**src/verilog/idacu_pkg.sv**
```systemverilog
// Package: register map, field layout and reset values of the DAC update control
package idacu_pkg;

  // ==========================================================
  // Register byte addresses; control sits at four times its index
  localparam logic [9:0]  IDACU_CONTROL_INDEX = 10'h0b9;
  localparam logic [11:0] IDACU_ADDR_CONTROL  = {IDACU_CONTROL_INDEX, 2'b00};
  localparam logic [11:0] IDACU_ADDR_HIGH     = 12'h2e8;
  localparam logic [11:0] IDACU_ADDR_LOW      = 12'h2ec;
  localparam logic [11:0] IDACU_ADDR_BIAS     = 12'h2f0;
  localparam logic [11:0] IDACU_ADDR_OUTPUT   = 12'h2f4;

  // ==========================================================
  // Control register fields
  localparam int          IDACU_ENABLE_BIT  = 7;
  localparam int          IDACU_SOURCE_HI   = 6;
  localparam int          IDACU_SOURCE_LO   = 4;
  localparam int          IDACU_SCALE_HI    = 1;
  localparam int          IDACU_SCALE_LO    = 0;
  localparam logic [7:0]  IDACU_CONTROL_MASK  = 8'hf3;
  localparam logic [7:0]  IDACU_CONTROL_RESET = 8'h72;
  localparam logic [7:0]  IDACU_DATA_RESET    = 8'h00;
  localparam logic [9:0]  IDACU_LATCH_RESET   = 10'h000;

  // ==========================================================
  // Update source codes
  localparam logic [2:0] IDACU_SRC_TIMER0  = 3'h0;
  localparam logic [2:0] IDACU_SRC_TIMER1  = 3'h1;
  localparam logic [2:0] IDACU_SRC_TIMER2  = 3'h2;
  localparam logic [2:0] IDACU_SRC_TIMER3  = 3'h3;
  localparam logic [2:0] IDACU_SRC_RISE    = 3'h4;
  localparam logic [2:0] IDACU_SRC_FALL    = 3'h5;
  localparam logic [2:0] IDACU_SRC_BOTH    = 3'h6;
  localparam logic [2:0] IDACU_SRC_ONWRITE = 3'h7;

  // Full-scale range decode
  typedef enum logic [2:0] {
    IDACU_FS_HALF = 3'b001,
    IDACU_FS_ONE  = 3'b010,
    IDACU_FS_TWO  = 3'b100
  } idacu_fullscale_t;

endpackage

```
**src/verilog/idacu_sync.sv**
```systemverilog
// Two-stage synchroniser for one asynchronous level
`timescale 1ns/10ps
module idacu_sync (
  // Clock and reset
  input  wire logic clk_sys,
  input  wire logic rst_b,
  // Level
  input  wire logic async_in,
  output logic      sync_out
);
  logic stage_one;

  always_ff @(posedge clk_sys or negedge rst_b) begin
    if (!rst_b) begin
      stage_one <= 1'b0;
      sync_out  <= 1'b0;
    end else begin
      stage_one <= async_in;
      sync_out  <= stage_one;
    end
  end
endmodule // idacu_sync

```
**src/verilog/idacu_edge.sv**
```systemverilog
// Edge detector on a synchronised level, selectable edge kind
`timescale 1ns/10ps
module idacu_edge (
  // Clock and reset
  input  wire logic clk_sys,
  input  wire logic rst_b,
  // Level and selection
  input  wire logic level_in,
  input  wire logic want_rise,
  input  wire logic want_fall,
  output logic      edge_hit
);
  logic level_prev;

  always_ff @(posedge clk_sys or negedge rst_b) begin
    if (!rst_b) begin
      level_prev <= 1'b0;
    end else begin
      level_prev <= level_in;
    end
  end

  always_comb begin
    edge_hit = (want_rise && level_in && !level_prev) || (want_fall && !level_in && level_prev);
  end
endmodule // idacu_edge

```
**src/verilog/idacu_top.sv**
```systemverilog
// DAC update control: AHB-Lite registers, update scheduling, pin and bias control
//
// Functional notes
// [RULE1] Enabled: drivers and pull-up off, pin analog
// [RULE2] Disabled: pin acts as plain GPIO
// [RULE3] Enabled DAC turns bias generator on
// [RULE4] Code 111: high-byte write updates latch
// [RULE5] Low-byte write held until high write
// [RULE6] Software writes low byte then high
// [RULE7] 8-bit use: preload low, write high
// [RULE8] Codes 000-011: wait for timer overflow
// [RULE9] Codes 100-110: wait for strobe edge
// [RULE10] Event copies both bytes in one step
// [RULE11] Word left-justified: high 7-0, low 7-6
// [RULE12] Full-scale code: 0.5, 1.0, 2.0 mA
// [RULE13] Control resets to 0x72
// [RULE14] Software sets port0 skip bit 1
// [RULE15] Bias on by user or software bit
// [RULE16] 100 rise, 101 fall, 110 both
// [RULE17] Control bits 3-2 read zero
`timescale 1ns/10ps
module idacu_top
#(
  parameter int DATA_WIDTH = 10
) (
  // Clock and reset
  input  wire logic                   clk_sys,
  input  wire logic                   rst_b,
  // AHB-Lite slave
  input  wire logic                   hsel,
  input  wire logic [31:0]            haddr,
  input  wire logic [1:0]             htrans,
  input  wire logic                   hwrite,
  input  wire logic [2:0]             hsize,
  input  wire logic [31:0]            hwdata,
  input  wire logic                   hready,
  output logic      [31:0]            hrdata,
  output logic                        hreadyout,
  output logic                        hresp,
  // Update events
  input  wire logic [3:0]             timer_overflow,
  input  wire logic                   external_convert_strobe,
  // Other analog users of the bias generator
  input  wire logic                   bias_user_request,
  // Shared pin control
  input  wire logic                   gpio_out,
  input  wire logic                   gpio_oe_b,
  input  wire logic                   gpio_pullup,
  output logic                        pin_out,
  output logic                        pin_oe_b,
  output logic                        pin_pullup,
  output logic                        pin_analog_connect,
  // Converter controls
  output logic      [DATA_WIDTH-1:0]  dac_latch,
  output logic                        dac_power,
  output logic                        bias_on,
  output logic      [2:0]             dac_fullscale_onehot
);
  import idacu_pkg::*;

  // ==========================================================
  // Registers and wires
  logic [7:0]       dac_control;
  logic [7:0]       dac_data_high;
  logic [7:0]       dac_data_low;
  logic             bias_generator_enable;
  logic             dac_enable;
  logic [2:0]       dac_update_source;
  logic [1:0]       dac_fullscale_select;
  logic             ph_write;
  logic             ph_read;
  logic [11:0]      ph_addr;
  logic             addr_ok;
  logic             wr_control;
  logic             wr_high;
  logic             wr_low;
  logic             wr_bias;
  logic             strobe_sync;
  logic             strobe_edge;
  logic             timer_sync_0;
  logic             timer_sync_1;
  logic             timer_sync_2;
  logic             timer_sync_3;
  logic             update_now;
  logic [31:0]      next_rdata;
  logic [DATA_WIDTH-1:0] next_word;
  idacu_fullscale_t next_fullscale;
  logic             onwrite_mode;
  logic             load_latch;
  logic             want_rise;
  logic             want_fall;

  assign dac_enable           = dac_control[IDACU_ENABLE_BIT];
  assign dac_update_source    = dac_control[IDACU_SOURCE_HI:IDACU_SOURCE_LO];
  assign dac_fullscale_select = dac_control[IDACU_SCALE_HI:IDACU_SCALE_LO];
  assign onwrite_mode         = (dac_update_source == IDACU_SRC_ONWRITE);

  // ==========================================================
  // AHB-Lite address phase capture; zero wait states for writes, one for reads
  always_ff @(posedge clk_sys or negedge rst_b) begin
    if (!rst_b) begin
      ph_write <= 1'b0;
      ph_read  <= 1'b0;
      ph_addr  <= 12'h000;
    end else if (hready) begin
      ph_write <= hsel && htrans[1] && hwrite;
      ph_read  <= hsel && htrans[1] && !hwrite;
      ph_addr  <= haddr[11:0];
    end
  end

  always_comb begin
    addr_ok = (ph_addr == IDACU_ADDR_CONTROL) || (ph_addr == IDACU_ADDR_HIGH) ||
              (ph_addr == IDACU_ADDR_LOW) || (ph_addr == IDACU_ADDR_BIAS) ||
              (ph_addr == IDACU_ADDR_OUTPUT);
  end

  assign wr_control = ph_write && (ph_addr == IDACU_ADDR_CONTROL);
  assign wr_high    = ph_write && (ph_addr == IDACU_ADDR_HIGH);
  assign wr_low     = ph_write && (ph_addr == IDACU_ADDR_LOW);
  assign wr_bias    = ph_write && (ph_addr == IDACU_ADDR_BIAS);

  // Reads take one wait state so read data leave a register; writes never stall
  always_ff @(posedge clk_sys or negedge rst_b) begin
    if (!rst_b) begin
      hreadyout <= 1'b1;
    end else begin
      hreadyout <= !(hready && hsel && htrans[1] && !hwrite);
    end
  end

  always_ff @(posedge clk_sys or negedge rst_b) begin
    if (!rst_b) begin
      hresp <= 1'b0;
    end else begin
      hresp <= 1'b0;
    end
  end

  // ==========================================================
  // Control register
  always_ff @(posedge clk_sys or negedge rst_b) begin
    if (!rst_b) begin
      dac_control <= IDACU_CONTROL_RESET; // RULE13
    end else if (wr_control) begin
      dac_control <= hwdata[7:0] & IDACU_CONTROL_MASK; // RULE17
    end
  end

  // ==========================================================
  // Data byte holding registers; never drive the converter directly
  always_ff @(posedge clk_sys or negedge rst_b) begin
    if (!rst_b) begin
      dac_data_high <= IDACU_DATA_RESET;
    end else if (wr_high) begin
      dac_data_high <= hwdata[7:0];
    end
  end

  always_ff @(posedge clk_sys or negedge rst_b) begin
    if (!rst_b) begin
      dac_data_low <= IDACU_DATA_RESET;
    end else if (wr_low) begin
      dac_data_low <= hwdata[7:0]; // RULE5
    end
  end

  always_ff @(posedge clk_sys or negedge rst_b) begin
    if (!rst_b) begin
      bias_generator_enable <= 1'b0;
    end else if (wr_bias) begin
      bias_generator_enable <= hwdata[0];
    end
  end

  // ==========================================================
  // Event inputs come from other domains or pins; synchronise first
  // A timer level held for several cycles reloads the same word
  idacu_sync u_sync_strobe (
    .clk_sys  (clk_sys),
    .rst_b    (rst_b),
    .async_in (external_convert_strobe),
    .sync_out (strobe_sync)
  );

  idacu_sync u_sync_t0 (
    .clk_sys  (clk_sys),
    .rst_b    (rst_b),
    .async_in (timer_overflow[0]),
    .sync_out (timer_sync_0)
  );

  idacu_sync u_sync_t1 (
    .clk_sys  (clk_sys),
    .rst_b    (rst_b),
    .async_in (timer_overflow[1]),
    .sync_out (timer_sync_1)
  );

  idacu_sync u_sync_t2 (
    .clk_sys  (clk_sys),
    .rst_b    (rst_b),
    .async_in (timer_overflow[2]),
    .sync_out (timer_sync_2)
  );

  idacu_sync u_sync_t3 (
    .clk_sys  (clk_sys),
    .rst_b    (rst_b),
    .async_in (timer_overflow[3]),
    .sync_out (timer_sync_3)
  );

  // Edge kind from source code
  assign want_rise    = (dac_update_source == IDACU_SRC_RISE) || (dac_update_source == IDACU_SRC_BOTH); // RULE16
  assign want_fall    = (dac_update_source == IDACU_SRC_FALL) || (dac_update_source == IDACU_SRC_BOTH); // RULE16

  idacu_edge u_edge_strobe (
    .clk_sys   (clk_sys),
    .rst_b     (rst_b),
    .level_in  (strobe_sync),
    .want_rise (want_rise),
    .want_fall (want_fall),
    .edge_hit  (strobe_edge)
  );

  // ==========================================================
  // Update event selection
  always_comb begin
    unique case (dac_update_source)
      IDACU_SRC_TIMER0:  update_now = timer_sync_0; // RULE8
      IDACU_SRC_TIMER1:  update_now = timer_sync_1; // RULE8
      IDACU_SRC_TIMER2:  update_now = timer_sync_2; // RULE8
      IDACU_SRC_TIMER3:  update_now = timer_sync_3; // RULE8
      IDACU_SRC_RISE,
      IDACU_SRC_FALL,
      IDACU_SRC_BOTH:    update_now = strobe_edge; // RULE9
      IDACU_SRC_ONWRITE: update_now = 1'b0;
    endcase
  end

  assign load_latch = update_now || (onwrite_mode && wr_high); // RULE4 RULE10

  // Word assembly; a high write in on-demand mode uses the bus data directly
  always_comb begin
    if (onwrite_mode && wr_high) begin
      next_word = {hwdata[7:0], dac_data_low[7:6]}; // RULE4 RULE11
    end else begin
      next_word = {dac_data_high, dac_data_low[7:6]}; // RULE11
    end
  end

  // ==========================================================
  // Converter input latch
  always_ff @(posedge clk_sys or negedge rst_b) begin
    if (!rst_b) begin
      dac_latch <= IDACU_LATCH_RESET;
    end else if (load_latch) begin
      dac_latch <= next_word; // RULE10 RULE4
    end
  end

  // ==========================================================
  // Full-scale selection
  always_comb begin
    unique case (dac_fullscale_select)
      2'b00:   next_fullscale = IDACU_FS_HALF; // RULE12
      2'b01:   next_fullscale = IDACU_FS_ONE; // RULE12
      default: next_fullscale = IDACU_FS_TWO; // RULE12
    endcase
  end

  always_ff @(posedge clk_sys or negedge rst_b) begin
    if (!rst_b) begin
      dac_fullscale_onehot <= IDACU_FS_TWO;
    end else begin
      dac_fullscale_onehot <= next_fullscale;
    end
  end

  // ==========================================================
  // Pin and bias control, registered for clean outputs
  always_ff @(posedge clk_sys or negedge rst_b) begin
    if (!rst_b) begin
      pin_out            <= 1'b0;
      pin_oe_b           <= 1'b1;
      pin_pullup         <= 1'b0;
      pin_analog_connect <= 1'b0;
    end else if (dac_enable) begin
      pin_out            <= 1'b0;
      pin_oe_b           <= 1'b1; // RULE1
      pin_pullup         <= 1'b0; // RULE1
      pin_analog_connect <= 1'b1; // RULE1
    end else begin
      pin_out            <= gpio_out; // RULE2
      pin_oe_b           <= gpio_oe_b; // RULE2
      pin_pullup         <= gpio_pullup; // RULE2
      pin_analog_connect <= 1'b0;
    end
  end

  // Converter power follows the enable bit
  always_ff @(posedge clk_sys or negedge rst_b) begin
    if (!rst_b) begin
      dac_power <= 1'b0;
    end else begin
      dac_power <= dac_enable;
    end
  end

  always_ff @(posedge clk_sys or negedge rst_b) begin
    if (!rst_b) begin
      bias_on <= 1'b0;
    end else begin
      bias_on <= dac_enable || bias_user_request || bias_generator_enable; // RULE3 RULE15
    end
  end

  // ==========================================================
  // Read data; unmapped addresses read zero
  always_comb begin
    next_rdata = 32'h0000_0000;
    unique case (ph_addr)
      IDACU_ADDR_CONTROL: next_rdata[7:0] = dac_control;
      IDACU_ADDR_HIGH:    next_rdata[7:0] = dac_data_high;
      IDACU_ADDR_LOW:     next_rdata[7:0] = dac_data_low;
      IDACU_ADDR_BIAS:    next_rdata[1:0] = {bias_on, bias_generator_enable};
      IDACU_ADDR_OUTPUT:  next_rdata[DATA_WIDTH-1:0] = dac_latch;
      default:            next_rdata = 32'h0000_0000;
    endcase
  end

  // Read data stand only in the cycle that ends the read
  always_ff @(posedge clk_sys or negedge rst_b) begin
    if (!rst_b) begin
      hrdata <= 32'h0000_0000;
    end else if (ph_read && !hreadyout && addr_ok) begin
      hrdata <= next_rdata;
    end else begin
      hrdata <= 32'h0000_0000;
    end
  end
endmodule // idacu_top

```
**config.mk**
```make
export PLATFORM = sky130hd
export DESIGN_NAME = idacu_top
export DESIGN_NICKNAME = d
export VERILOG_FILES = /design/src/verilog/idacu_pkg.sv /design/src/verilog/idacu_sync.sv /design/src/verilog/idacu_edge.sv /design/src/verilog/idacu_top.sv
export SDC_FILE = /design/constraint.sdc
export NUM_CORES = 1
export LEC_CHECK = 0
export BUFFER_PORTS_ARGS = -buffer_cell sky130_fd_sc_hd__buf_2
export CORE_MARGIN = 1.5
export CORE_UTILIZATION = 40
export CTS_BUF_LIST = sky130_fd_sc_hd__clkbuf_4 sky130_fd_sc_hd__clkbuf_8 sky130_fd_sc_hd__clkbuf_16
export CTS_CLUSTER_DIAMETER = 30
export DETAILED_ROUTE_END_ITERATION = 6
export PLACE_DENSITY = 0.66
export SLEW_MARGIN = 10
export SYNTH_ARGS = -nofsm -noshare
export SYNTH_HDL_FRONTEND = slang
export SYNTH_SLANG_ARGS = --single-unit
```
**constraint.sdc**
```tcl
create_clock -name clk_sys -period 4.13 [get_ports clk_sys]
set_input_delay 0 -clock clk_sys [delete_from_list [all_inputs] [get_ports clk_sys]]
set_output_delay 0 -clock clk_sys [all_outputs]
set_load 0.02 [all_outputs]
```
### Word-level counts from Yosys, hierarchy flattened

Cells that the tools add are included.

| cells by class | value |
|---|---|
| $add $sub $neg | 0 |
| multiply operators | 0 |
| divide/modulo/power cells | 0 |
| order comparisons | 0 |
| equal/unequal tests | 13 |
| reductions and logical operators | 35 |
| muxes and demuxes | 11 |
| shift operators | 0 |
| bitwise operators | 0 |

Operators by type and width:

| kind | number |
|---|---|
| $eq 12x10->1 const B | 5 |
| $pmux 6 s4 | 1 |
| $mux 10 | 2 |
| $logic_and 1x1->1 | 17 |
| $eq 3x3->1 const B | 4 |
| $logic_or 1x1->1 | 10 |
| $pmux 2 s5 | 1 |
| $eq 3x2->1 const B | 2 |
| $pmux 1 s6 | 1 |
| $pmux 3 s2 | 1 |
| $logic_not 1->1 | 5 |
| $mux 1 | 4 |
| $eq 3x1->1 const B | 1 |
| $logic_not 3->1 | 1 |
| $reduce_or 3->1 | 1 |
| $eq 2x1->1 const B | 1 |
| $logic_not 2->1 | 1 |
| $mux 2 | 1 |

| word-level totals | value |
|---|---|
| input bits | 83 |
| memory bits (writable) | 0 |
| bits in read-only memories | 0 |
| latch bits | 0 |
| logic and storage cells | 87 |
| register bits | 78 |
| memories kept | 0 |

### Logic depth before layout (Yosys ltp)

Gate-level depths: netlist (run 1).

| logic depth | value |
|---|---|
| depth in word-level cells | 7 |
| depth in mapped cells | 8 |
| depth with buffers taken out | 5 |

### Modules after synthesis

From an unflattened synthesis (run 1), not the netlist that was laid out.

| second synthesis, totals | value |
|---|---|
| cells, all modules | 265 |
| area, all modules | 3369.5 µm² |

Modules (own cells, without submodules):

| module | cells an instance | area an instance (µm²) | times used |
|---|---|---|---|
| idacu_top | 251 | 3074.2 | 1 |
| idacu_sync | 2 | 50.0 | 5 |
| idacu_edge | 4 | 45.0 | 1 |

### Least setup slack after synthesis (run 1)

OpenSTA, ideal clock, no wires.

| timing path | value |
|---|---|
| kind | register to register |
| start | register ph_addr[2] |
| end | register dac_latch[0] |
| stages on the path, launching flop included | 8 |
| period minus slack after synthesis | 2.341 ns |
| data arrival time | 2.216 ns |
| setup slack | 1.789 ns |
| cells stage by stage | dfrtp_1 > or4b_1 > or4_1 > buf_6 > or2_1 > buf_6 > nand2_4 > mux2_4 |

| on the way | value |
|---|---|
| word-level cells in the longest chain between the ends | 4 |

RTL lines:

| item | RTL line | RTL |
|---|---|---|
| start: declaration | idacu_top.sv:72 | `logic [11:0] ph_addr;` |
| start signal: assignment | idacu_top.sv:108 | `ph_addr <= haddr[11:0];` |
| $eq 12x10->1 | idacu_top.sv:119 | `assign wr_high = ph_write && (ph_addr == IDACU_ADDR_HIGH);` |
| $logic_and 1x1->1 | idacu_top.sv:119 |  |
| $logic_and 1x1->1 | idacu_top.sv:242 | `assign load_latch = update_now \|\| (onwrite_mode && wr_high);` |
| $logic_or 1x1->1 | idacu_top.sv:242 |  |
| end signal: assignment | idacu_top.sv:259 | `dac_latch <= next_word;` |
| end: declaration | idacu_top.sv:54 | `output logic [DATA_WIDTH-1:0] dac_latch,` |

No other way between the ends.
A chain may end at the register's enable or synchronous reset.

### Worst setup path in the final report (run 1)

| timing path | value |
|---|---|
| start | register ph_addr[2] |
| end | register dac_latch[1] |

Same word-level chain as after synthesis.

==> results of run 1 <==
-- cells by family (layout without fill, tap and decap cells) --
family / count (synthesis) / count (layout)
flops: 77 / 77
simple gates: 49 / 49
compound gates: 48 / 48
mux: 40 / 40
buf+inv: 37 / 119
other cells: 1 / 23
-- power groups by stage --
stage               Clock [mW]  Combinational [mW]  Sequential [mW]
finish                   0.687               0.221            0.850
global route             0.738               0.241            0.856
CTS                      0.706               0.224            0.849
detailed placement           0               0.199            0.864
global placement             0               0.196            0.861
floorplan                    0               0.126            0.872
-- path summary, 6_finish.rpt --
path | from | endpoint | slack, ns | cells after the start
worst max-delay path | ph_addr[2]$_DFFE_PN0P_ | dac_latch[1]$_DFFE_PN0P_ | 1.37 | 5
worst min register to register | u_sync_strobe.stage_one$_DFF_PN0_ | u_sync_strobe.sync_out$_DFF_PN0_ | 0.35 | 0
max in group asynchronous | rst_b | dac_latch[5]$_DFFE_PN0P_ | 3.18 | 2
min in group asynchronous | rst_b | hrdata[6]$_DFF_PN0_ | 0.33 | 2
worst max register to register | ph_addr[2]$_DFFE_PN0P_ | dac_latch[1]$_DFFE_PN0P_ | 1.37 | 5
worst min-delay path | hready | ph_write$_DFFE_PN0P_ | 0.08 | 2
-- final cells by class --
class | count | area (sq um)
fillers | 722 | 3910
clock buffers | 10 | 138
clock inverters | 6 | 110
inverters | 3 | 11.3
well taps | 105 | 131
multi-input cells | 160 | 1220
repair buffers | 100 | 678
flip-flops and latches | 77 | 1940
-- metal layers --
layer,global-route usage [%],up-vias
li1,-,1070
met1,21.1,1132
met2,25.9,77
met3,3.64,11
met4,7.09,0
met5,0,-
-- state kept, by name, summed over array words and instances, names as in the netlist, 3 cells and up --
register              cells
ph_addr                  12
dac_latch                10
dac_data_low              8
hrdata                   10
dac_fullscale_onehot      3
dac_data_high             8
dac_control               6
-- cells in the final DEF (no fill, tap or decap), drive strengths merged, types with 4 or more instances in the layout --
cell type    synthesis  routed
a21oi                8       8
a22o                 8       8
a22oi               10      10
buf                 28      66
clkbuf               6      10
conb                 1      23
dfrtp               70      70
dfstp                7       7
dlygate4sd3          0      34
mux2                37      37
nand2                8       8
nand3b               4       4
nor2                 7       7
nor2b                4       4
o21a                 7       7
o22a                 7       7
-- critical path, stage by stage, from the launching register on --
cell and delay [ns]:
dfrtp_1 0.43, or4b_1 0.54, or4_1 0.64, or2_1 0.49, nand2_4 0.23, mux2_4 0.31
==> flow_summary.json, run 1 <==
{
  "io_buffers": 64,
  "relSlewSlack_pct": 36.2,
  "yosysSeqAreaShare_pct": 58.3,
  "p_per_area_mw_per_mm2": 416,
  "ctsHoldBuffers": 34,
  "synth_top_cell_area_share_pct": 52.8,
  "critPathKind": "flip-flop to flip-flop",
  "final_util_pct": 51.9,
  "clock-sinks": 77,
  "coreArea_sq_mm": 0.00813,
  "fin_skew_ns": 0.00409,
  "grt_pass1_vias": 2189,
  "place_ws_ns": 1.40,
  "power_leakage_nw": 1.87,
  "synth_common_cells": "70 x dfrtp_1, 35 x mux2_2, 25 x buf_4",
  "rows": 33,
  "finalSetupViolCount": 0,
  "post-place-cells": 411,
  "min_period_ns": 2.76,
  "cts_tree": "yes",
  "cts_buffer_depth": 2,
  "wl_met2_um": 3300,
  "min_path_type": "input port to flip-flop",
  "synth_top_family_by_area": "multiplexers",
  "rsz0062_at_grt": "no",
  "synth_fa_ha_area_share_pct": 0,
  "cp-start-kind": "flip-flop",
  "cts_max_level": 3,
  "yosys.area_share.simple_pct": 9.27,
  "clkPwrFrac_pct": 39.1,
  "total_power_mw": 1.76,
  "nets": 434,
  "antenna_cells_inserted": 0,
  "required_ns": 4.37,
  "cts_root_buf": "clkbuf_8",
  "finalSetupTns_ns": 0,
  "cts_resized": 0,
  "wl_um": 6770,
  "area_growth_pct": 27.2,
  "fin_area_sq_mm": 0.00422,
  "synth.area.mux_share_pct": 13.7,
  "cts_setup_buffers": 0,
  "power.switching_uw": 432,
  "routed_via_density": 4.97,
  "worst_hold_slack_ns": 0.0813,
  "initial_core_util_pct": 40.8,
  "synth_area_leader_cell": "dfrtp_1",
  "pin_count": 136,
  "max_freq_mhz": 363,
  "topRoutingLayerUsed": "met4",
  "antenna_found_initial": 0,
  "drive_gt1_share_pct": 39.0,
  "syn_inst": 252,
  "yosysMostFrequentCell": "dfrtp_1",
  "drt_iter0_drc": 84,
  "synth_flop_cell": "dfrtp_1",
  "clk_latency_ns": 0.35,
  "overflow": 0,
  "cts_made_buffers": 9,
  "p_seq_share_pct": 48.3,
  "gp_congestion": 0.753,
  "setup_ws_ns": 1.37,
  "dieHeight_um": 94.1,
  "p_int_mw": 1.33,
  "synth.avg_cell_area_sq_um": 13.2,
  "fin_crit_sh_pct": 66.7,
  "route.met3.wl_um": 375,
  "drv_slew": 0,
  "wire_per_inst_um": 14.7,
  "grt.total_usage_pct": 16.2,
  "drtPass1Iterations": 4,
  "drv_cap": 0,
  "synth_enable_flop_cells": 0,
  "die_area_sq_mm": 0.00886,
  "ys_seq_elements": 77,
  "vias": 2290,
  "grt_max_degree": 78,
  "synth_compound_area_share_pct": 11.2,
  "ir_drop_v": 0.000158,
  "m1WireLength_um": 2960,
  "critPathMaxFanout": 10,
  "cp-end-kind": "flip-flop",
  "synth_area_leaders": "dfrtp_1 53%, mux2_2 12%, buf_4 5.7%",
  "worstPathArrival_ns": 2.99,
  "ys_types": 44,
  "p_sw_share_pct": 24.6,
  "ant_nets": 0,
  "hpwlAfterDp_um": 4580,
  "p_comb_share_pct": 12.6,
  "async_reset_ff_share_pct": 100,
  "ys_warn_count": 0,
  "final_hold_viol_count": 0,
  "tightest_slew_ns": 0.948,
  "clk_pin_slew_ns": 0.08,
  "drcViolationCount": 0,
  "grt_pass1_wl_um": 10700,
  "instances_no_fill": 461,
  "netlist_area_sq_mm": 0.00332,
  "fp.dieW_um": 94.1,
  "place_area_sq_mm": 0.00363,
  "synthXorXnorAreaFrac_pct": 0,
  "status": "finished, final reports clean"
}
Power figures use the tool's default switching activity.
==> run 2: changes to the inputs <==
- clock period: 4.13 -> 2.7 ns (I/O delays scaled with it)
==> flow_summary.json, run 2 (same netlist as run 1, synthesis figures left out) <==
{
  "status": "finished, final reports clean",
  "fin_skew_ns": 0.00392,
  "p_sw_share_pct": 26.2,
  "fp.dieW_um": 94.1,
  "routed_via_density": 4.86,
  "clock-sinks": 77,
  "hold_depth": 2,
  "drt_iter0_drc": 91,
  "coreArea_sq_mm": 0.00813,
  "antenna_cells_inserted": 0,
  "largest_registers": "ph_addr: 12 flops, dac_latch: 10 flops, hrdata: 10 flops",
  "cts_max_level": 3,
  "critPathMaxFanout": 9,
  "grt_max_degree": 78,
  "top_register": "ph_addr",
  "p_comb_share_pct": 13.5,
  "area_growth_pct": 28.4,
  "drive_gt1_share_pct": 40.5,
  "clkPwrFrac_pct": 36.8,
  "final_util_pct": 52.4,
  "cts_root_buf": "clkbuf_8",
  "final_hold_viol_count": 0,
  "cts_buffer_depth": 2,
  "die_area_sq_mm": 0.00886,
  "required_ns": 2.93,
  "worst_hold_slack_ns": 0.0778,
  "ir_drop_v": 0.000256,
  "min_path_type": "input port to flip-flop",
  "tightest_slew_ns": 0.936,
  "initial_core_util_pct": 40.8,
  "drtPass1Iterations": 4,
  "ant_nets": 0,
  "finalSetupViolCount": 0,
  "worstPathArrival_ns": 2.64,
  "finalSetupTns_ns": 0,
  "pin_count": 136,
  "cts_setup_buffers": 0,
  "power.switching_uw": 684,
  "post-place-cells": 420,
  "min_period_ns": 2.41,
  "cts_made_buffers": 9,
  "clk_latency_ns": 0.35,
  "crit-reg2reg-launch": "ph_addr[2]$_DFFE_PN0P_",
  "antenna_found_initial": 0,
  "p_int_mw": 1.92,
  "final_cell_mix": "70 x dfrtp_1, 63 x buf_2, 35 x mux2_2",
  "rows": 33,
  "wl_um": 6840,
  "p_seq_share_pct": 49.7,
  "gp_congestion": 0.784,
  "largest_register_ff_count": 12,
  "hold_path.startpoint": "hready",
  "clk_pin_slew_ns": 0.08,
  "p_per_area_mw_per_mm2": 611,
  "cp-end-kind": "flip-flop",
  "grt_pass1_vias": 2207,
  "critPathKind": "flip-flop to flip-flop",
  "worstReg2RegEnd": "dac_latch[0]$_DFFE_PN0P_",
  "r2r_setup_slack_ns": 0.29,
  "grt.total_usage_pct": 16.7,
  "drv_cap": 0,
  "drv_slew": 0,
  "fin_crit_sh_pct": 89.2,
  "dieHeight_um": 94.1,
  "io_buffers": 64,
  "hpwlAfterDp_um": 4650,
  "instances_no_fill": 470,
  "vias": 2284,
  "power_leakage_nw": 1.91,
  "overflow": 0,
  "total_power_mw": 2.60,
  "grt_pass1_wl_um": 11100,
  "final_common_cell": "dfrtp_1",
  "fillCellCount": 728,
  "hold_end": "ph_write$_DFFE_PN0P_",
  "cts_tree": "yes",
  "drcViolationCount": 0,
  "max_freq_mhz": 415,
  "relSlewSlack_pct": 37.6,
  "nets": 443,
  "rsz0062_at_grt": "no",
  "wire_per_inst_um": 14.6,
  "r2r_cells": 5,
  "cp-start-kind": "flip-flop"
}
==> run 2: final cells by class <==
| class | instances | area, sq um | area share, % |
|---|---|---|---|
| Tap cell | 105 | 131 | 3.08 |
| Inverter | 3 | 11.3 | 0.264 |
| Clock buffer | 9 | 124 | 2.90 |
| Timing Repair Buffer | 109 | 746 | 17.5 |
| Sequential cell | 77 | 1940 | 45.4 |
| Multi-Input combinational cell | 160 | 1220 | 28.6 |
| Clock inverter | 7 | 98.8 | 2.32 |
==> run 2: worst max path at each step <==
stage,start,end,slack (ns),depth (start not counted)
floorplan,ph_addr[2]$_DFFE_PN0P_,dac_latch[0]$_DFFE_PN0P_,0.36,7
global placement,ph_addr[2]$_DFFE_PN0P_,dac_latch[1]$_DFFE_PN0P_,0.30,5
detailed placement,ph_addr[2]$_DFFE_PN0P_,dac_latch[0]$_DFFE_PN0P_,0.33,5
CTS,ph_addr[2]$_DFFE_PN0P_,dac_latch[0]$_DFFE_PN0P_,0.29,5
global route,ph_addr[2]$_DFFE_PN0P_,dac_latch[2]$_DFFE_PN0P_,0.20,6
finish,ph_addr[2]$_DFFE_PN0P_,dac_latch[0]$_DFFE_PN0P_,0.29,5
==> run 2: timing repair <==
| action | CTS | global route |
|---|---|---|
| gates resized for setup | 0 | 0 |
| endpoints found under the hold margin | 120 | 0 |
| setup endpoints to repair | 0 | 0 |
| hold buffers | 34 | 0 |
==> run 2: worst max-delay path: stages (launching register included) <==
cell and delay (ns):
dfrtp_1 0.43, or4b_1 0.54, or4_1 0.46, or2_1 0.36, nand2_4 0.19, mux2_4 0.31
==> run 2: metal layers <==
metal	vias up	part of all wire (%)	global-route usage, %
met1	1119	45	21.4
li1	1085	-	-
met4	0	1.6	6.34
met5	-	0	0
met2	69	48	26.9
met3	11	4.6	4.37
==> run 2: metrics by stage <==
stage          cell area (sq um)  setup WS [ns]
6_report                    4270          0.292
5_1_grt                     4270          0.200
4_1_cts                     4270          0.289
3_5_place_dp                3700          0.328
3_3_place_gp                3700          0.303
2_1_floorplan               3400          0.359
==> run 2: power groups by stage <==
| stage | Combinational, mW | Sequential, mW | Clock (mW) |
|---|---|---|---|
| after floorplan | 0.192 | 1.33 | 0 |
| after global placement | 0.311 | 1.31 | 0 |
| after global routing | 0.385 | 1.31 | 1.04 |
| after CTS | 0.355 | 1.29 | 0.980 |
| final | 0.352 | 1.29 | 0.959 |
| after detailed placement | 0.317 | 1.32 | 0 |
==> run 3: changes to the inputs <==
- CELL_PAD_IN_SITES_DETAIL_PLACEMENT: unset -> 0
- CELL_PAD_IN_SITES_GLOBAL_PLACEMENT: unset -> 2
- CORE_UTILIZATION: 40 -> 30
- PLACE_DENSITY: 0.66 -> 0.77
==> flow_summary.json, run 3 (same netlist as run 1, synthesis figures left out) <==
{
  "status": "finished, final reports clean",
  "drv_cap": 0,
  "crit_buf_inv": 0,
  "tightest_slew_ns": 0.975,
  "slowest_stage": "or4b_1",
  "required_ns": 2.95,
  "cts_tree": "yes",
  "hpwlAfterDp_um": 4980,
  "drt_iter0_drc": 130,
  "nets": 443,
  "dieHeight_um": 108,
  "final_hold_viol_count": 0,
  "antenna_found_initial": 0,
  "fin_skew_ns": 0.00850,
  "drv_slew": 0,
  "finalSetupViolCount": 0,
  "drive_gt1_share_pct": 40.4,
  "vias": 2299,
  "finalSetupTns_ns": 0,
  "grt_pass1_vias": 2323,
  "initial_core_util_pct": 30.8,
  "hold_path.startpoint": "hready",
  "drtPass1Iterations": 4,
  "wl_um": 7560,
  "io_buffers": 64,
  "power_leakage_nw": 1.91,
  "crit_family": "simple AND/OR/NAND/NOR gates",
  "cp-end-kind": "flip-flop",
  "p_per_area_mw_per_mm2": 621,
  "clk_pin_slew_ns": 0.08,
  "instances_no_fill": 504,
  "largest_register_ff_count": 12,
  "largest_registers": "ph_addr: 12 flops, dac_latch: 10 flops, hrdata: 10 flops",
  "cts_root_buf": "clkbuf_8",
  "rsz0062_at_grt": "no",
  "clk_latency_ns": 0.36,
  "routed_via_density": 4.56,
  "grt_pass1_wl_um": 12200,
  "total_power_mw": 2.69,
  "min_path_type": "input port to flip-flop",
  "cts_resized": 0,
  "crit-reg2reg-launch": "ph_addr[2]$_DFFE_PN0P_",
  "ir_drop_v": 0.000222,
  "post-place-cells": 455,
  "antenna_cells_inserted": 0,
  "cts_made_buffers": 9,
  "top_register": "ph_addr",
  "final_common_cell": "dfrtp_1",
  "ant_nets": 0,
  "critPathKind": "flip-flop to flip-flop",
  "worstPathArrival_ns": 2.68,
  "drcViolationCount": 0,
  "critPathMaxFanout": 9,
  "gp_congestion": 0.728,
  "cts_max_level": 3,
  "rows": 38,
  "worst_hold_slack_ns": 0.0690,
  "max_freq_mhz": 413,
  "hold_depth": 2,
  "min_period_ns": 2.42,
  "die_area_sq_mm": 0.0117,
  "coreArea_sq_mm": 0.0108,
  "worstPathCellList": "or4b_1 > or4_1 > or2_1 > nand2_4 > mux2_4",
  "cp-start-kind": "flip-flop",
  "grt.total_usage_pct": 14.0,
  "pin_count": 136,
  "wire_per_inst_um": 15.0,
  "hold_end": "ph_write$_DFFE_PN0P_",
  "clock-sinks": 77,
  "worstReg2RegEnd": "dac_latch[0]$_DFFE_PN0P_",
  "cts_buffer_depth": 2,
  "overflow": 0,
  "grt_max_degree": 78,
  "cpPeakStageDelay_ns": 0.54,
  "r2r_cells": 5,
  "r2r_setup_slack_ns": 0.28,
  "final_cell_mix": "70 x dfrtp_1, 63 x buf_2, 35 x mux2_2",
  "fin_crit_sh_pct": 89.7,
  "cts_setup_buffers": 0,
  "area_growth_pct": 30.1,
  "relSlewSlack_pct": 35.0,
  "fp.dieW_um": 108
}
run 3: metal layers:
metal	routed length (um)	GRT usage (%)	vias to the layer above	share of wire (%)
met1	3420	18.2	1145	45
met3	443	4.04	6	5.9
met2	3580	21.9	59	47
li1	-	-	1089	-
met4	106	5.36	0	1.4
met5	0	0	-	0
run 3: worst max-delay path by stage:
| stage | depth (start not counted) | start | slack, ns | to |
|---|---|---|---|---|
| floorplan | 7 | ph_addr[2]$_DFFE_PN0P_ | 0.36 | dac_latch[0]$_DFFE_PN0P_ |
| global placement | 5 | ph_addr[2]$_DFFE_PN0P_ | 0.28 | dac_latch[0]$_DFFE_PN0P_ |
| detailed placement | 5 | ph_addr[2]$_DFFE_PN0P_ | 0.28 | dac_latch[0]$_DFFE_PN0P_ |
| CTS | 5 | ph_addr[2]$_DFFE_PN0P_ | 0.27 | dac_latch[0]$_DFFE_PN0P_ |
| global route | 6 | ph_addr[2]$_DFFE_PN0P_ | 0.16 | dac_latch[7]$_DFFE_PN0P_ |
| finish | 5 | ph_addr[2]$_DFFE_PN0P_ | 0.28 | dac_latch[0]$_DFFE_PN0P_ |
run 3: repair_timing:
item,CTS,global route
endpoints found under the setup margin,0,0
hold buffers,34,0
hold endpoints to repair,120,0
run 3: worst register-to-register path: cells and delay by family, from the launching register on:
kind	cells	cell delay, ns
muxes	1	0.31
DFF	1	0.42
and+or+nand+nor	4	1.59
run 3: power by group:
group          switching (mW)  total [mW]  internal [mW]
Sequential             0.0608        1.29           1.23
Clock                   0.429        1.04          0.610
Combinational           0.190       0.354          0.164
run 3: area by class of cell:
cell class | instances | area [sq um]
inverters | 3 | 11.3
flip-flops and latches | 77 | 1940
clock buffers | 9 | 124
clock inverters | 6 | 111
well taps | 140 | 175
multi-input cells | 160 | 1220
repair buffers | 109 | 746
fillers | 1047 | 6470
run 3: through the flow:
stage / setup WS (ns) / cell area, sq um / utilization [%]
final: 0.277 / 4320 / 40.0
after global routing: 0.159 / 4320 / 40.0
after CTS: 0.267 / 4320 / 40.0
after detailed placement: 0.280 / 3750 / 34.7
after global placement: 0.279 / 3750 / 34.7
after floorplan: 0.359 / 3400 / -
